`src/common/amvg_pkg.sv`:
```
// ****************************************************************
// Shared constants and types
// ****************************************************************
package amvg_pkg;

    // ************************************************************
    // Register map
    // ************************************************************
    localparam logic [7:0] AMVG_OFS_VOLUME    = 8'h04;
    localparam logic [7:0] AMVG_OFS_ANALOG    = 8'h06;
    localparam logic [7:0] AMVG_OFS_FAULT     = 8'h08;

    localparam logic [7:0] AMVG_RST_VOLUME    = 8'hcf;
    localparam logic [7:0] AMVG_RST_ANALOG    = 8'h55;
    localparam logic [7:0] AMVG_RST_FAULT_CFG = 8'h00;
    localparam logic [7:0] AMVG_RDATA_NONE    = 8'h00;

    // ************************************************************
    // Field positions
    // ************************************************************
    localparam int AMVG_PWM_LSB     = 4;
    localparam int AMVG_PWM_MSB     = 6;
    localparam int AMVG_GAIN_LSB    = 2;
    localparam int AMVG_GAIN_MSB    = 3;
    localparam int AMVG_OCTH_LSB    = 4;
    localparam int AMVG_OCTH_MSB    = 5;
    localparam int AMVG_FCFG_MSB    = 7;
    localparam int AMVG_CLOCK_ERROR_FLAG_BIT    = 3;
    localparam int AMVG_OCE_BIT     = 2;
    localparam int AMVG_DCE_BIT     = 1;
    localparam int AMVG_OTE_BIT     = 0;

    // ************************************************************
    // Volume code and ramp
    // ************************************************************
    localparam int          AMVG_VOL_W        = 9;
    localparam logic [8:0]  AMVG_VOL_MUTE_LIM = 9'h008;
    localparam logic [8:0]  AMVG_VOL_ZERO_DB  = 9'h19e;
    localparam logic [8:0]  AMVG_VOL_FLOOR    = 9'h000;
    localparam int          AMVG_RAMP_SLOW    = 8;
    localparam logic [2:0]  AMVG_RAMP_CNT_MAX = 3'(AMVG_RAMP_SLOW - 1);

    // ************************************************************
    // Bundles
    // ************************************************************
    typedef struct packed {
        logic       wr;
        logic       rd;
        logic [7:0] addr;
        logic [7:0] wdata;
    } amvg_reg_req_s;

    typedef struct packed {
        logic clk_err;
        logic overcurrent;
        logic dc_detect;
        logic overtemp;
    } amvg_fault_s;

    typedef enum logic {
        AMVG_RAMP_IDLE,
        AMVG_RAMP_MOVE
    } amvg_ramp_e;

    // ************************************************************
    // Decode tables
    // ************************************************************
    // Switching ratio to frame clock, single speed; double speed halves it
    function automatic logic [4:0] amvg_pwm_ratio(input logic [2:0] code,
                                                  input logic       dbl);
        logic [4:0] r;
        r = 5'h00;
        case (code)
            3'h0: r = 5'h06;
            3'h1: r = 5'h08;
            3'h2: r = 5'h0a;
            3'h3: r = 5'h0c;
            3'h4: r = 5'h0e;
            3'h5: r = 5'h10;
            3'h6: r = 5'h14;
            default: r = 5'h18;
        endcase
        return dbl ? (r >> 1) : r;
    endfunction : amvg_pwm_ratio

    // Output level in hundredths of a dBV
    function automatic logic [11:0] amvg_gain_cdbv(input logic [1:0] code);
        case (code)
            2'h0: return 12'h780;
            2'h1: return 12'h816;
            2'h2: return 12'h92e;
            default: return 12'ha46;
        endcase
    endfunction : amvg_gain_cdbv

    // Overcurrent trip level in percent of the limit
    function automatic logic [6:0] amvg_oc_percent(input logic [1:0] code);
        case (code)
            2'h0: return 7'h64;
            2'h1: return 7'h4b;
            2'h2: return 7'h32;
            default: return 7'h19;
        endcase
    endfunction : amvg_oc_percent

endpackage : amvg_pkg

```
`src/amvg_regs.sv`:
```
`timescale 1ns/10ps
// ****************************************************************
// Volume, gain and fault register slice
// ****************************************************************
module amvg_regs (
    // Clock and reset
    input  wire logic                   clk_i,
    input  wire logic                   rst_i,
    // Register control port
    input  wire amvg_pkg::amvg_reg_req_s reg_req_i,
    output logic [7:0]                  reg_rdata_o,
    output logic                        reg_rvalid_o,
    // Controls held in other registers
    input  wire logic                   vol_lsb_i,
    input  wire logic                   mute_i,
    input  wire logic                   ramp_rate_sel_i,
    input  wire logic                   speed_mode_sel_i,
    input  wire logic                   frame_tick_i,
    // Fault detectors
    input  wire amvg_pkg::amvg_fault_s  fault_i,
    // Volume outputs
    output logic [8:0]                  digital_volume_o,
    output logic [9:0]                  volume_qdb_o,
    output logic                        vol_muted_o,
    output logic                        vol_ramping_o,
    // Amplifier settings
    output logic [4:0]                  pwm_ratio_o,
    output logic [1:0]                  analog_gain_o,
    output logic [11:0]                 analog_gain_cdbv_o,
    output logic [1:0]                  overcurrent_threshold_o,
    output logic [6:0]                  oc_percent_o,
    // Fault flags
    output logic                        clock_error_flag_o,
    output logic                        overcurrent_flag_o,
    output logic                        dc_detect_flag_o,
    output logic                        overtemp_flag_o
);
    import amvg_pkg::*;

    // ************************************************************
    // Register storage
    // ************************************************************
    logic [7:0] volume_upper_q,   volume_upper_d;
    logic [7:0] analog_control_q, analog_control_d;
    logic [AMVG_FCFG_MSB:AMVG_OCTH_LSB] fault_cfg_q, fault_cfg_d;

    logic wr_volume;
    logic wr_analog;
    logic wr_fault;
    logic rd_fault;

    // Address decode for writes and for the fault register read
    always_comb begin
        wr_volume = 1'b0;
        wr_analog = 1'b0;
        wr_fault  = 1'b0;
        rd_fault  = 1'b0;
        if (reg_req_i.addr == AMVG_OFS_VOLUME) begin
            wr_volume = reg_req_i.wr;
        end else if (reg_req_i.addr == AMVG_OFS_ANALOG) begin
            wr_analog = reg_req_i.wr;
        end else if (reg_req_i.addr == AMVG_OFS_FAULT) begin
            wr_fault  = reg_req_i.wr;
            rd_fault  = reg_req_i.rd;
        end
    end

    // Write data lands on the edge that sees the strobe
    always_comb begin
        volume_upper_d   = volume_upper_q;
        analog_control_d = analog_control_q;
        fault_cfg_d      = fault_cfg_q;
        if (wr_volume) begin
            volume_upper_d = reg_req_i.wdata;
        end
        // Reserved bits are stored as written; the host keeps them at 0 and 01
        if (wr_analog) begin
            analog_control_d = reg_req_i.wdata;
        end
        if (wr_fault) begin
            fault_cfg_d = reg_req_i.wdata[AMVG_FCFG_MSB:AMVG_OCTH_LSB];
        end
    end

    always_ff @(posedge clk_i or posedge rst_i) begin
        if (rst_i) begin
            volume_upper_q   <= AMVG_RST_VOLUME;
            analog_control_q <= AMVG_RST_ANALOG;
            fault_cfg_q      <= AMVG_RST_FAULT_CFG[AMVG_FCFG_MSB:AMVG_OCTH_LSB];
        end else begin
            volume_upper_q   <= volume_upper_d;
            analog_control_q <= analog_control_d;
            fault_cfg_q      <= fault_cfg_d;
        end
    end

    // ************************************************************
    // Fault flags
    // ************************************************************
    logic clock_error_flag_q, clock_error_flag_d;
    logic oce_q,  oce_d;
    logic dce_q,  dce_d;
    logic ote_q,  ote_d;

    // Latched flags clear on a read of the fault register; a detector
    // event in the same cycle as that read wins so nothing is lost
    always_comb begin
        clock_error_flag_d = fault_i.clk_err;
        oce_d  = fault_i.overcurrent | (oce_q & ~rd_fault);
        dce_d  = fault_i.dc_detect   | (dce_q & ~rd_fault);
        ote_d  = fault_i.overtemp    | (ote_q & ~rd_fault);
    end

    always_ff @(posedge clk_i or posedge rst_i) begin
        if (rst_i) begin
            clock_error_flag_q <= 1'b0;
            oce_q  <= 1'b0;
            dce_q  <= 1'b0;
            ote_q  <= 1'b0;
        end else begin
            clock_error_flag_q <= clock_error_flag_d;
            oce_q  <= oce_d;
            dce_q  <= dce_d;
            ote_q  <= ote_d;
        end
    end

    // ************************************************************
    // Read port
    // ************************************************************
    logic [7:0] rdata_q,  rdata_d;
    logic       rvalid_q, rvalid_d;

    // Read data is registered, so it appears one cycle after the strobe;
    // the fault byte shows the flags as held before that cycle's event
    always_comb begin
        rdata_d  = AMVG_RDATA_NONE;
        rvalid_d = reg_req_i.rd;
        if (reg_req_i.rd) begin
            if (reg_req_i.addr == AMVG_OFS_VOLUME) begin
                rdata_d = volume_upper_q;
            end else if (reg_req_i.addr == AMVG_OFS_ANALOG) begin
                rdata_d = analog_control_q;
            end else if (reg_req_i.addr == AMVG_OFS_FAULT) begin
                rdata_d[AMVG_FCFG_MSB:AMVG_OCTH_LSB] = fault_cfg_q;
                rdata_d[AMVG_CLOCK_ERROR_FLAG_BIT] = clock_error_flag_q;
                rdata_d[AMVG_OCE_BIT]  = oce_q;
                rdata_d[AMVG_DCE_BIT]  = dce_q;
                rdata_d[AMVG_OTE_BIT]  = ote_q;
            end
        end
    end

    always_ff @(posedge clk_i or posedge rst_i) begin
        if (rst_i) begin
            rdata_q  <= AMVG_RDATA_NONE;
            rvalid_q <= 1'b0;
        end else begin
            rdata_q  <= rdata_d;
            rvalid_q <= rvalid_d;
        end
    end

    // ************************************************************
    // Volume path
    // ************************************************************
    logic [AMVG_VOL_W-1:0] vol_code;
    logic                  vol_mute;
    logic [AMVG_VOL_W-1:0] vol_target;
    logic [AMVG_VOL_W-1:0] ramp_code;
    logic                  ramp_moving;

    // Full code joins the stored upper bits with the external LSB
    always_comb begin
        vol_code   = {volume_upper_q, vol_lsb_i};
        vol_mute   = mute_i || (vol_code < AMVG_VOL_MUTE_LIM);
        vol_target = vol_mute ? AMVG_VOL_FLOOR : vol_code;
    end

    // Every target change ramps, so volume never jumps audibly
    amvg_vol_ramp u_ramp (
        .clk_i        (clk_i),
        .rst_i        (rst_i),
        .frame_tick_i (frame_tick_i),
        .ramp_fast_i  (ramp_rate_sel_i),
        .target_i     (vol_target),
        .code_o       (ramp_code),
        .moving_o     (ramp_moving)
    );

    // ************************************************************
    // Registered outputs
    // ************************************************************
    logic [8:0]  dvol_q,  dvol_d;
    logic [9:0]  qdb_q,   qdb_d;
    logic        muted_q, muted_d;
    logic        ramp_q,  ramp_d;
    logic [4:0]  pwm_q,   pwm_d;
    logic [1:0]  gain_q,  gain_d;
    logic [11:0] cdbv_q,  cdbv_d;
    logic [1:0]  octh_q,  octh_d;
    logic [6:0]  ocpc_q,  ocpc_d;

    // Gain is signed quarter dB relative to the zero dB code
    always_comb begin
        dvol_d  = ramp_code;
        qdb_d   = 10'({1'b0, ramp_code} - {1'b0, AMVG_VOL_ZERO_DB});
        muted_d = vol_mute && (ramp_code == AMVG_VOL_FLOOR);
        ramp_d  = ramp_moving;
        pwm_d   = amvg_pwm_ratio(analog_control_q[AMVG_PWM_MSB:AMVG_PWM_LSB],
                                 speed_mode_sel_i);
        gain_d  = analog_control_q[AMVG_GAIN_MSB:AMVG_GAIN_LSB];
        cdbv_d  = amvg_gain_cdbv(gain_d);
        octh_d  = fault_cfg_q[AMVG_OCTH_MSB:AMVG_OCTH_LSB];
        ocpc_d  = amvg_oc_percent(octh_d);
    end

    always_ff @(posedge clk_i or posedge rst_i) begin
        if (rst_i) begin
            dvol_q  <= AMVG_VOL_ZERO_DB;
            qdb_q   <= 10'h000;
            muted_q <= 1'b0;
            ramp_q  <= 1'b0;
            pwm_q   <= amvg_pwm_ratio(AMVG_RST_ANALOG[AMVG_PWM_MSB:AMVG_PWM_LSB], 1'b0);
            gain_q  <= AMVG_RST_ANALOG[AMVG_GAIN_MSB:AMVG_GAIN_LSB];
            cdbv_q  <= amvg_gain_cdbv(AMVG_RST_ANALOG[AMVG_GAIN_MSB:AMVG_GAIN_LSB]);
            octh_q  <= AMVG_RST_FAULT_CFG[AMVG_OCTH_MSB:AMVG_OCTH_LSB];
            ocpc_q  <= amvg_oc_percent(AMVG_RST_FAULT_CFG[AMVG_OCTH_MSB:AMVG_OCTH_LSB]);
        end else begin
            dvol_q  <= dvol_d;
            qdb_q   <= qdb_d;
            muted_q <= muted_d;
            ramp_q  <= ramp_d;
            pwm_q   <= pwm_d;
            gain_q  <= gain_d;
            cdbv_q  <= cdbv_d;
            octh_q  <= octh_d;
            ocpc_q  <= ocpc_d;
        end
    end

    // Port assignments straight from flops
    assign reg_rdata_o             = rdata_q;
    assign reg_rvalid_o            = rvalid_q;
    assign digital_volume_o        = dvol_q;
    assign volume_qdb_o            = qdb_q;
    assign vol_muted_o             = muted_q;
    assign vol_ramping_o           = ramp_q;
    assign pwm_ratio_o             = pwm_q;
    assign analog_gain_o           = gain_q;
    assign analog_gain_cdbv_o      = cdbv_q;
    assign overcurrent_threshold_o = octh_q;
    assign oc_percent_o            = ocpc_q;
    assign clock_error_flag_o      = clock_error_flag_q;
    assign overcurrent_flag_o      = oce_q;
    assign dc_detect_flag_o        = dce_q;
    assign overtemp_flag_o         = ote_q;

endmodule : amvg_regs

```
`src/amvg_vol_ramp.sv`:
```
`timescale 1ns/10ps
// ****************************************************************
// Volume ramp: steps the applied code one quarter dB at a time
// ****************************************************************
module amvg_vol_ramp (
    // Clock and reset
    input  wire logic                          clk_i,
    input  wire logic                          rst_i,
    // Frame timing and rate
    input  wire logic                          frame_tick_i,
    input  wire logic                          ramp_fast_i,
    // Target and applied code
    input  wire logic [amvg_pkg::AMVG_VOL_W-1:0] target_i,
    output logic      [amvg_pkg::AMVG_VOL_W-1:0] code_o,
    output logic                               moving_o
);
    import amvg_pkg::*;

    amvg_ramp_e            state_q, state_d;
    logic [2:0]            cnt_q,   cnt_d;
    logic [AMVG_VOL_W-1:0] cur_q,   cur_d;

    // Next state: one step per frame period when fast, else per eight
    always_comb begin
        state_d = state_q;
        cnt_d   = cnt_q;
        cur_d   = cur_q;
        case (state_q)
            AMVG_RAMP_IDLE: begin
                cnt_d = 3'h0;
                if (cur_q != target_i) begin
                    state_d = AMVG_RAMP_MOVE;
                end
            end
            default: begin
                if (cur_q == target_i) begin
                    state_d = AMVG_RAMP_IDLE;
                end else if (frame_tick_i) begin
                    if (ramp_fast_i || cnt_q == AMVG_RAMP_CNT_MAX) begin
                        cnt_d = 3'h0;
                        cur_d = (cur_q < target_i) ? cur_q + 9'h001 : cur_q - 9'h001;
                    end else begin
                        cnt_d = cnt_q + 3'h1;
                    end
                end
            end
        endcase
    end

    // Registers; starts at the zero dB code so reset needs no ramp
    always_ff @(posedge clk_i or posedge rst_i) begin
        if (rst_i) begin
            state_q <= AMVG_RAMP_IDLE;
            cnt_q   <= 3'h0;
            cur_q   <= AMVG_VOL_ZERO_DB;
        end else begin
            state_q <= state_d;
            cnt_q   <= cnt_d;
            cur_q   <= cur_d;
        end
    end

    assign code_o   = cur_q;
    assign moving_o = (state_q == AMVG_RAMP_MOVE);

endmodule : amvg_vol_ramp

```
`config.mk`:
```
export PLATFORM = sky130hd
export DESIGN_NAME = amvg_regs
export DESIGN_NICKNAME = d
export VERILOG_FILES = /design/src/common/amvg_pkg.sv /design/src/amvg_regs.sv /design/src/amvg_vol_ramp.sv
export SDC_FILE = /design/constraint.sdc
export NUM_CORES = 1
export LEC_CHECK = 0
export BUFFER_PORTS_ARGS = -buffer_cell sky130_fd_sc_hd__clkbuf_2
export CAP_MARGIN = 20
export CORE_MARGIN = 3
export CORE_UTILIZATION = 35
export CTS_BUF_LIST = sky130_fd_sc_hd__clkbuf_4
export DETAILED_ROUTE_END_ITERATION = 8
export HOLD_SLACK_MARGIN = 0.02
export MAX_ROUTING_LAYER = met4
export PLACE_DENSITY = 0.62
export SYNTH_ARGS = -nofsm -noshare
export SYNTH_HDL_FRONTEND = slang
export SYNTH_HIERARCHICAL = 1
export SYNTH_SLANG_ARGS = --single-unit
```
`constraint.sdc`:
```
create_clock -name clk_i -period 3.8 [get_ports clk_i]
set_clock_uncertainty 0.15 [all_clocks]
set_input_delay 0.38 -clock clk_i [delete_from_list [all_inputs] [get_ports clk_i]]
set_output_delay 0.38 -clock clk_i [all_outputs]
set_load 0.03 [all_outputs]
```
==> results of run 1 <==
[area by class of cell]
cell class / instances / area (um^2) / share of cell area (%)
sequential: 88 / 2240 / 44.8
multi-input combinational: 225 / 1780 / 35.7
tap: 143 / 179 / 3.58
antenna: 1 / 2.50 / 0.0501
clock inverter: 5 / 48.8 / 0.977
timing repair buffer: 104 / 586 / 11.7
inverter: 21 / 78.8 / 1.58
clock buffer: 10 / 75.1 / 1.50
[worst max path at each step]
stage               cells past startpoint          endpoint  slack, ps               from
global route                           16  u_ramp/code_o[7]       -0.7  volume_upper_q[7]
CTS                                    16  u_ramp/code_o[8]         50  volume_upper_q[6]
global placement                       16  u_ramp/code_o[8]        140  volume_upper_q[6]
detailed placement                     16  u_ramp/code_o[8]         80  volume_upper_q[6]
floorplan                              16  u_ramp/code_o[8]        200  volume_upper_q[6]
finish                                 16  u_ramp/code_o[8]        220  volume_upper_q[5]
[stage by stage]
stage	hold slack (ps)	power (mW)	cell area (um^2)	TNS [ps]
after CTS	29.6	3.37	4940	0
after floorplan	103	2.45	4170	0
after global placement	243	2.81	4760	0
after global routing	33.1	3.64	4990	-0.685
final	62.1	3.38	4990	0
after detailed placement	247	2.86	4760	0
[state kept, by name (all words and copies together) (netlist names), 2 cells and up]
register,cells
volume_upper_q,8
pwm_ratio_o,5
analog_gain_cdbv_o,7
fault_cfg_q,4
analog_control_q,8
analog_gain_o,2
digital_volume_o,8
oc_percent_o,6
u_ramp/cnt_q,3
overcurrent_threshold_o,2
volume_qdb_o,10
reg_rdata_o,8
u_ramp/code_o,9
[power breakdown]
| group | total, mW | internal, mW | switching [mW] |
|---|---|---|---|
| clock network | 0.497 | 0.200 | 0.297 |
| logic | 1.55 | 0.641 | 0.913 |
| registers | 1.32 | 1.17 | 0.154 |
[cell families (layout without fill, tap and decap cells)]
| family | after synthesis | in the layout | share of synthesized area [%] |
|---|---|---|---|
| AND/OR/NAND/NOR | 99 | 99 | 14.3 |
| flip-flops | 88 | 88 | 53.7 |
| multiplexers | 20 | 20 | 5.40 |
| AO/OA/AOI/OAI | 59 | 59 | 9.78 |
| other | 1 | 2 | 0.0899 |
| adder cells (fa/ha/maj) | 29 | 29 | 8.88 |
| XOR/XNOR | 17 | 17 | 3.57 |
| buffers and inverters | 38 | 140 | 4.32 |
[synth_stat cells, drive strengths merged (2+ instances only)]
cell	number	area (um^2)
a21boi	4	30.0
a21o	7	52.6
a21oi	17	85.1
a31o	2	26.3
a31oi	2	12.5
and2	4	25.0
and4	5	46.3
buf	12	82.6
clkbuf	5	18.8
dfrtp	59	1480
dfstp	29	762
ha	28	350
inv	21	78.8
mux2	20	225
nand2	15	56.3
nand2b	11	68.8
nand3	29	155
nand3b	2	27.5
nor2	14	55.1
nor2b	6	37.5
nor3	2	15.0
nor4	3	18.8
nor4b	2	47.6
o21a	2	15.0
o21ai	10	50.1
o31ai	9	67.6
or2	3	18.8
xnor2	7	61.3
xor2	10	87.6
[per-layer routing]
metal | GRT usage (%) | part of all wire, % | vias to the layer above
li1 | - | - | 1406
met1 | 19.1 | 46 | 1405
met2 | 22.2 | 48 | 72
met3 | 2.89 | 4.5 | 11
met4 | 5.48 | 1.6 | 0
met5 | - | 0 | -
[placed cells by master (no fill, tap or decap), drive strengths merged, types with 3 or more instances in the layout]
cell type	Yosys	final
dfrtp	59	59
xor2	10	10
a21oi	17	17
clkbuf	5	99
nor4	3	3
nand2b	11	11
nand3	29	29
and4	5	5
mux2	20	20
clkinv	0	4
dfstp	29	29
nor2b	6	6
xnor2	7	7
nand2	15	15
and2	4	4
inv	21	21
nor2	14	14
a21o	7	7
o21ai	10	10
or2	3	3
buf	12	9
ha	28	28
dlygate4sd3	0	6
a21boi	4	4
o31ai	9	9
[worst max-delay path, stage by stage (launching register included)]
cell      delay [ps]
dfrtp_1          440
nor4_2           290
a21oi_2          100
and2_1           170
inv_1             50
ha_1             240
and4_4           190
a31o_4           240
a221oi_4         300
inv_2            140
ha_1             360
nand2b_1          70
a21oi_1          270
a21oi_1          130
xnor2_1          150
nor2_2            90
xor2_1           150
[what timing repair did]
action | in CTS | in global routing
resized for setup | 0 | 6
endpoints found under the hold margin | 12 | 0
hold buffers | 6 | 0
setup endpoints to repair | 0 | 4
==> results.json, run 1 <==
{
  "status": "finished clean",
  "nNetsFinal": 507,
  "cap_violations": 0,
  "syn_area_per_cell_um2": 11.9,
  "worstMarginPinSlew_ps": 631,
  "htreeDepth": 3,
  "cts_tree": "yes",
  "max_slew_margin_pct": 57.8,
  "place.gp.congestion": 0.822,
  "grt_max_degree": 55,
  "overflow": 0,
  "fmax_mhz": 279,
  "endpoint_kind": "flop",
  "dieArea_um2": 13300,
  "dp_hpwl_um": 6720,
  "vias": 2894,
  "r2r_slack_ps": 220,
  "antenna_found_initial": 0,
  "slew_viol_final": 0,
  "synth_fp_nets": 409,
  "grt_first_pass_wirelength_um": 14600,
  "hold_start": "reg_req_i[1]",
  "ys.flop_type": "dfrtp_1",
  "hold_path_end": "volume_upper_q[1]",
  "dp.cells": 574,
  "rr_endpoint": "u_ramp/code_o[8]",
  "port_buffers": 89,
  "crit_type": "flop to flop",
  "drive_gt1_share_pct": 40.6,
  "die_w_um": 115,
  "ios": 91,
  "place_ws_ps": 76.6,
  "avgRoutedWirePerCell_um": 14.9,
  "utilization_pct": 43.4,
  "start_kind": "flop",
  "synth-seq-area-share_pct": 53.7,
  "rows": 39,
  "route.detailed.drc": 0,
  "routed_wl_um": 8870,
  "synth-edff-count": 0,
  "clkTransAtPathRegs_ps": 130,
  "cts-root-buf": "clkbuf_4",
  "cts.sinks": 88,
  "syn-cell-area_um2": 4170,
  "start_util_pct": 36.2,
  "synthCells": 351,
  "setup_violations": 0,
  "core-area_um2": 11500,
  "layout.cells.non_filler": 597,
  "clock_path_buffers": 2,
  "ys_seq_elements": 88,
  "path_max_fanout": 7,
  "synth_cell_types": 50,
  "synth_warnings": 6,
  "fin_crit_sh_pct": 94.3,
  "vdd_drop_max_mv": 0.279,
  "worst_ep_arrival_time_ps": 3810,
  "p_leak_nw": 2.33,
  "clk_latency_ps": 430,
  "r2r_cells": 16,
  "required_ps": 4020,
  "synthArstFlopShare_pct": 100,
  "hold_class": "primary input to flop",
  "powerDensity_nw_per_um2": 676,
  "post-cts-setup-buffer-count": 0,
  "firstDrtPassIters": 4,
  "hold_violations": 0,
  "hold_depth": 2,
  "timing.final.crit_period_ps": 3580,
  "drt_iter0_markers": 178,
  "numCtsBuffers": 9,
  "grt_pass1_vias": 2951,
  "die_h_um": 115,
  "fin_ws_ps": 217,
  "areaGrowthSynthToFinish_pct": 19.7,
  "via_per_inst": 4.85,
  "rr_startpoint": "volume_upper_q[5]",
  "track_usage_pct": 14.5,
  "fillers": 1100,
  "ant_nets": 0
}
Note: power is estimated with default switching activity, not from simulation.
==> run 2, diff against run 1 <==
- REMOVE_ABC_BUFFERS: default -> 1
==> run 2 against run 1 <==
Against the previous run: clock-buffer cell count grew 2; clock power grew 19%; register-to-register slack lost 60 ps; critical path type unchanged; largest cell class unchanged; largest power group unchanged.
==> results.json, run 2 (synthesis results as in run 1) <==
{
  "multiInputGateArea_um2": 1780,
  "seq_area_um2": 2240,
  "r2r_cells": 16,
  "dieArea_um2": 13300,
  "drive_gt1_share_pct": 40.7,
  "crit_type": "flop to flop",
  "internal_power_mw": 2.07,
  "setup_violations": 0,
  "start_util_pct": 36.2,
  "port_buffers": 89,
  "start_kind": "flop",
  "nNetsFinal": 508,
  "p_leak_nw": 2.35,
  "worst_ep_arrival_time_ps": 3850,
  "overflow": 0,
  "largest_register_ffs": 10,
  "max_slew_margin_pct": 57.9,
  "timing.final.crit_period_ps": 3640,
  "grt_pass1_vias": 2945,
  "grt_first_pass_wirelength_um": 14500,
  "hold_violations": 0,
  "track_usage_pct": 14.5,
  "worstMarginPinSlew_ps": 628,
  "p_clk_share_pct": 17.1,
  "place.gp.congestion": 0.883,
  "avgRoutedWirePerCell_um": 14.9,
  "antenna_found_initial": 0,
  "required_ps": 4010,
  "seqPwrFrac_pct": 39.0,
  "ant_nets": 0,
  "hold_class": "primary input to flop",
  "swShare_pct": 40.0,
  "die_h_um": 115,
  "ios": 91,
  "clkTransAtPathRegs_ps": 140,
  "firstDrtPassIters": 4,
  "cts.sinks": 88,
  "layout.cells.non_filler": 599,
  "die_w_um": 115,
  "clk_latency_ps": 440,
  "rows": 39,
  "core-area_um2": 11500,
  "areaGrowthSynthToFinish_pct": 20.8,
  "vdd_drop_max_mv": 0.288,
  "clock_path_buffers": 2,
  "fmax_mhz": 275,
  "powerDensity_nw_per_um2": 686,
  "cts-root-buf": "clkbuf_4",
  "fillers": 1084,
  "routed_wl_um": 8910,
  "slew_viol_final": 0,
  "cts_tree": "yes",
  "endpoint_kind": "flop",
  "cap_violations": 0,
  "drt_iter0_markers": 127,
  "htreeDepth": 3,
  "total_power_mw": 3.46,
  "vias": 2952,
  "numCtsBuffers": 9,
  "p_sw_mw": 1.38,
  "final_cell_mix": "89 x clkbuf_2, 59 x dfrtp_1, 29 x dfstp_2, 27 x nand3_1, 27 x ha_1",
  "fin_crit_sh_pct": 95.7,
  "p_comb_share_pct": 43.9,
  "dp.cells": 572,
  "status": "finished clean",
  "path_max_fanout": 7,
  "dp_hpwl_um": 6910,
  "route.detailed.drc": 0,
  "hold_depth": 2,
  "final_common_cell": "clkbuf_2",
  "grt_max_degree": 32,
  "utilization_pct": 43.7,
  "via_per_inst": 4.93
}
-- run 2: cell type report --
cell class	instances	share of cell area [%]
timing repair buffer	105	11.9
clock buffer	12	1.79
clock inverter	4	1.42
antenna	1	0.0497
tap	143	3.55
sequential	88	44.4
inverter	21	1.57
multi-input combinational	225	35.3
-- run 2: per-stage QoR --
stage	hold slack, ps	worst slack (ps)	area (um^2)	TNS [ps]
floorplan	103	195	4070	0
global placement	244	161	4740	0
detailed placement	246	22.3	4760	0
CTS	29.0	40.9	5000	0
global route	27.2	-7.99	5030	-7.99
finish	55.6	162	5040	0
-- run 2: power groups by stage --
| stage | Sequential [mW] | Clock (mW) | Combinational (mW) |
|---|---|---|---|
| floorplan | 1.56 | 0 | 0.871 |
| detailed placement | 1.38 | 0 | 1.47 |
| CTS | 1.36 | 0.614 | 1.48 |
| finish | 1.35 | 0.591 | 1.52 |
| global route | 1.39 | 0.648 | 1.67 |
| global placement | 1.37 | 0 | 1.41 |
-- run 2: path summary, 6_finish.rpt --
kind,endpoint,slack (ps),startpoint
max,u_ramp/code_o[7],160,volume_upper_q[2]
min,analog_control_q[5],60,reg_req_i[5]
max reg2reg,u_ramp/code_o[7],160,volume_upper_q[2]
min reg2reg,analog_gain_o[0],260,analog_control_q[2]
max in group asynchronous,dc_detect_flag_o,2410,rst_i
min in group asynchronous,u_ramp/cnt_q[1],370,rst_i
-- run 2: what timing repair did --
item,in CTS,in global routing
pin swaps,0,2
resized for setup,1,6
endpoints found under the hold margin,30,0
buffers inserted,0,2
hold buffers,8,0
setup endpoints to repair,1,4
-- run 2: metal layers --
| metal | vias to the layer above | global-route usage, % | part of all wire [%] |
|---|---|---|---|
| li1 | 1411 | - | - |
| met4 | 0 | 7.98 | 3.2 |
| met5 | - | - | 0 |
| met1 | 1441 | 18.2 | 45 |
| met3 | 22 | 2.37 | 4.1 |
| met2 | 78 | 22.5 | 48 |
-- run 2: critical path, cell delays in order, from the launching register on --
cell and delay (ps):
dfstp_2 580, nor2_1 60, a21oi_2 160, and2_1 150, inv_1 50, ha_1 300, and4_4 190, a31o_4 240
a221oi_4 290, inv_2 120, ha_1 300, a21o_1 170, a21oi_2 170, o21ai_1 140, a31oi_1 230, xor2_1 170
o21ai_0 90
==> run 3, diff against run 2 <==
- CORE_ASPECT_RATIO: default -> 0.6
==> run 3 against run 2 <==
Against the previous run: power increased by 0.64%; setup slack lost 66 ps; global-route usage increased by 0.94 points; sequential power is essentially flat; non-clock buffer count is the same; cell count increased by 2.7%; sequential cell count unchanged.
==> results.json, run 3 (synthesis results as in run 1) <==
{
  "status": "finished clean",
  "timing.final.crit_period_ps": 3700,
  "fin_crit_sh_pct": 97.5,
  "cts-root-buf": "clkbuf_4",
  "n_antenna_cell": 0,
  "port_buffers": 89,
  "seqPwrFrac_pct": 39.1,
  "p_leak_nw": 2.33,
  "p_clk_share_pct": 15.2,
  "ios": 91,
  "crit_type": "flop to flop",
  "avgRoutedWirePerCell_um": 15.9,
  "clk_latency_ps": 440,
  "final_cell_mix": "89 x clkbuf_2, 59 x dfrtp_1, 29 x dfstp_2, 27 x nand3_1, 27 x ha_1",
  "clock_path_buffers": 2,
  "track_usage_pct": 15.5,
  "dieArea_um2": 13300,
  "cp_slowest_stage_delay_ps": 410,
  "largest_register_ffs": 10,
  "endpoint_kind": "flop",
  "vias": 2962,
  "cts.sinks": 88,
  "clkTransAtPathRegs_ps": 140,
  "cts_tree": "yes",
  "antenna_found_initial": 0,
  "start_kind": "flop",
  "total_power_mw": 3.48,
  "die_w_um": 147,
  "swShare_pct": 41.9,
  "via_per_inst": 4.82,
  "setup_violations": 0,
  "dp_hpwl_um": 7290,
  "required_ps": 4030,
  "fmax_mhz": 270,
  "overflow": 0,
  "route.detailed.drc": 0,
  "worstMarginPinSlew_ps": 658,
  "ant_nets": 0,
  "htreeDepth": 3,
  "hold_ws_ps": 53.3,
  "path_max_fanout": 6,
  "hold_violations": 0,
  "grt_first_pass_wirelength_um": 15800,
  "max_slew_margin_pct": 55.9,
  "hold_class": "primary input to flop",
  "core-area_um2": 11400,
  "grt_max_degree": 44,
  "nNetsFinal": 508,
  "routed_wl_um": 9800,
  "drt_iter0_markers": 102,
  "p_sw_mw": 1.46,
  "start_util_pct": 36.4,
  "final_common_cell": "clkbuf_2",
  "cp_common_cell": "a21oi_2",
  "critical-path-slowest-cell": "dfstp_2",
  "die_h_um": 90.6,
  "firstDrtPassIters": 4,
  "worst_ep_arrival_time_ps": 3940,
  "drive_gt1_share_pct": 39.8,
  "areaGrowthSynthToFinish_pct": 20.6,
  "cap_violations": 0,
  "grt_pass1_vias": 2960,
  "internal_power_mw": 2.02,
  "place.gp.congestion": 0.841,
  "powerDensity_nw_per_um2": 691,
  "vdd_drop_max_mv": 0.267,
  "p_comb_share_pct": 45.7,
  "slew_viol_final": 0,
  "numCtsBuffers": 9,
  "rows": 30,
  "cp_cell_sequence": "nor4_2 -> a21oi_2 -> and2_1 -> inv_1 -> ha_1 -> and4_4 -> a31o_4 -> a221oi_4 -> inv_2 -> buf_4 -> ha_4 -> a21o_1 -> a31o_2 -> a21oi_2 -> xnor2_1 -> nor2_2 -> xor2_1"
}
run 3: cell types whose count changed in the layout (fill, tap and decap cells not counted), sizes merged, moves of 2 or more:
| cell | previous run | this run |
|---|---|---|
| buf | 8 | 6 |
| clkbuf | 101 | 98 |
| clkinv | 1 | 3 |
| dlygate4sd3 | 8 | 10 |
| inv | 21 | 23 |
run 3: cell type report:
class	count	area (um^2)
clock buffer	9	67.6
clock inverter	7	70.1
fill	1078	6420
inverter	21	78.8
multi-input combinational	225	1780
sequential	88	2240
tap	160	200
timing repair buffer	105	591
run 3: final timing paths:
path	slack, ps	startpoint	depth (start not counted)	to
worst max-delay path	100	volume_upper_q[6]	17	u_ramp/code_o[8]
worst min-delay path	50	reg_req_i[5]	2	analog_control_q[5]
worst max register to register	100	volume_upper_q[6]	17	u_ramp/code_o[8]
worst min register to register	300	u_ramp/code_o[8]	0	digital_volume_o[8]
max in group asynchronous	2070	rst_i	4	analog_control_q[0]
min in group asynchronous	350	rst_i	3	u_ramp/code_o[6]
run 3: critical path, delay by kind of cell (launching register included):
kind                       cells  cell delay, ps
AOI/OAI and AO/OA              6            1210
xor gates and xnor gates       2             250
adders and majority gates      2             450
buffers and inverters          3             340
DFF                            1             410
and+or+nand+nor                4             820
run 3: layer usage:
metal	global-route usage (%)	wire length, um	part of all wire, %	vias up
met4	4.65	129	1.3	0
met3	3.71	546	5.6	12
li1	-	-	-	1412
met2	21.4	4090	42	79
met1	22.5	5030	51	1459
met5	-	0	0	-
run 3: power groups by stage:
stage / clock [mW] / combinational, mW / sequential, mW
2_1_floorplan: 0 / 0.871 / 1.56
3_3_place_gp: 0 / 1.44 / 1.37
3_5_place_dp: 0 / 1.49 / 1.38
4_1_cts: 0.549 / 1.51 / 1.36
5_1_grt: 0.591 / 1.73 / 1.39
6_report: 0.529 / 1.59 / 1.36
run 3: stage by stage:
stage	util (%)	setup TNS, ps	area (um^2)	std cells	worst slack, ps
floorplan	-	0	4070	334	195
global placement	41.5	0	4750	587	75.6
detailed placement	41.5	-10.8	4750	587	-10.8
CTS	43.5	0	4980	612	48.1
global route	43.9	-97.3	5030	615	-80.2
finish	43.9	0	5030	615	96.7
run 3: timing repair:
action                                  4_1_cts  5_1_grt
endpoints found under the hold margin        41        1
endpoints found under the setup margin        1        4
pin swaps                                     0        3
buffers inserted                              0        2
gates resized for setup                       1        5
hold buffers                                  9        1
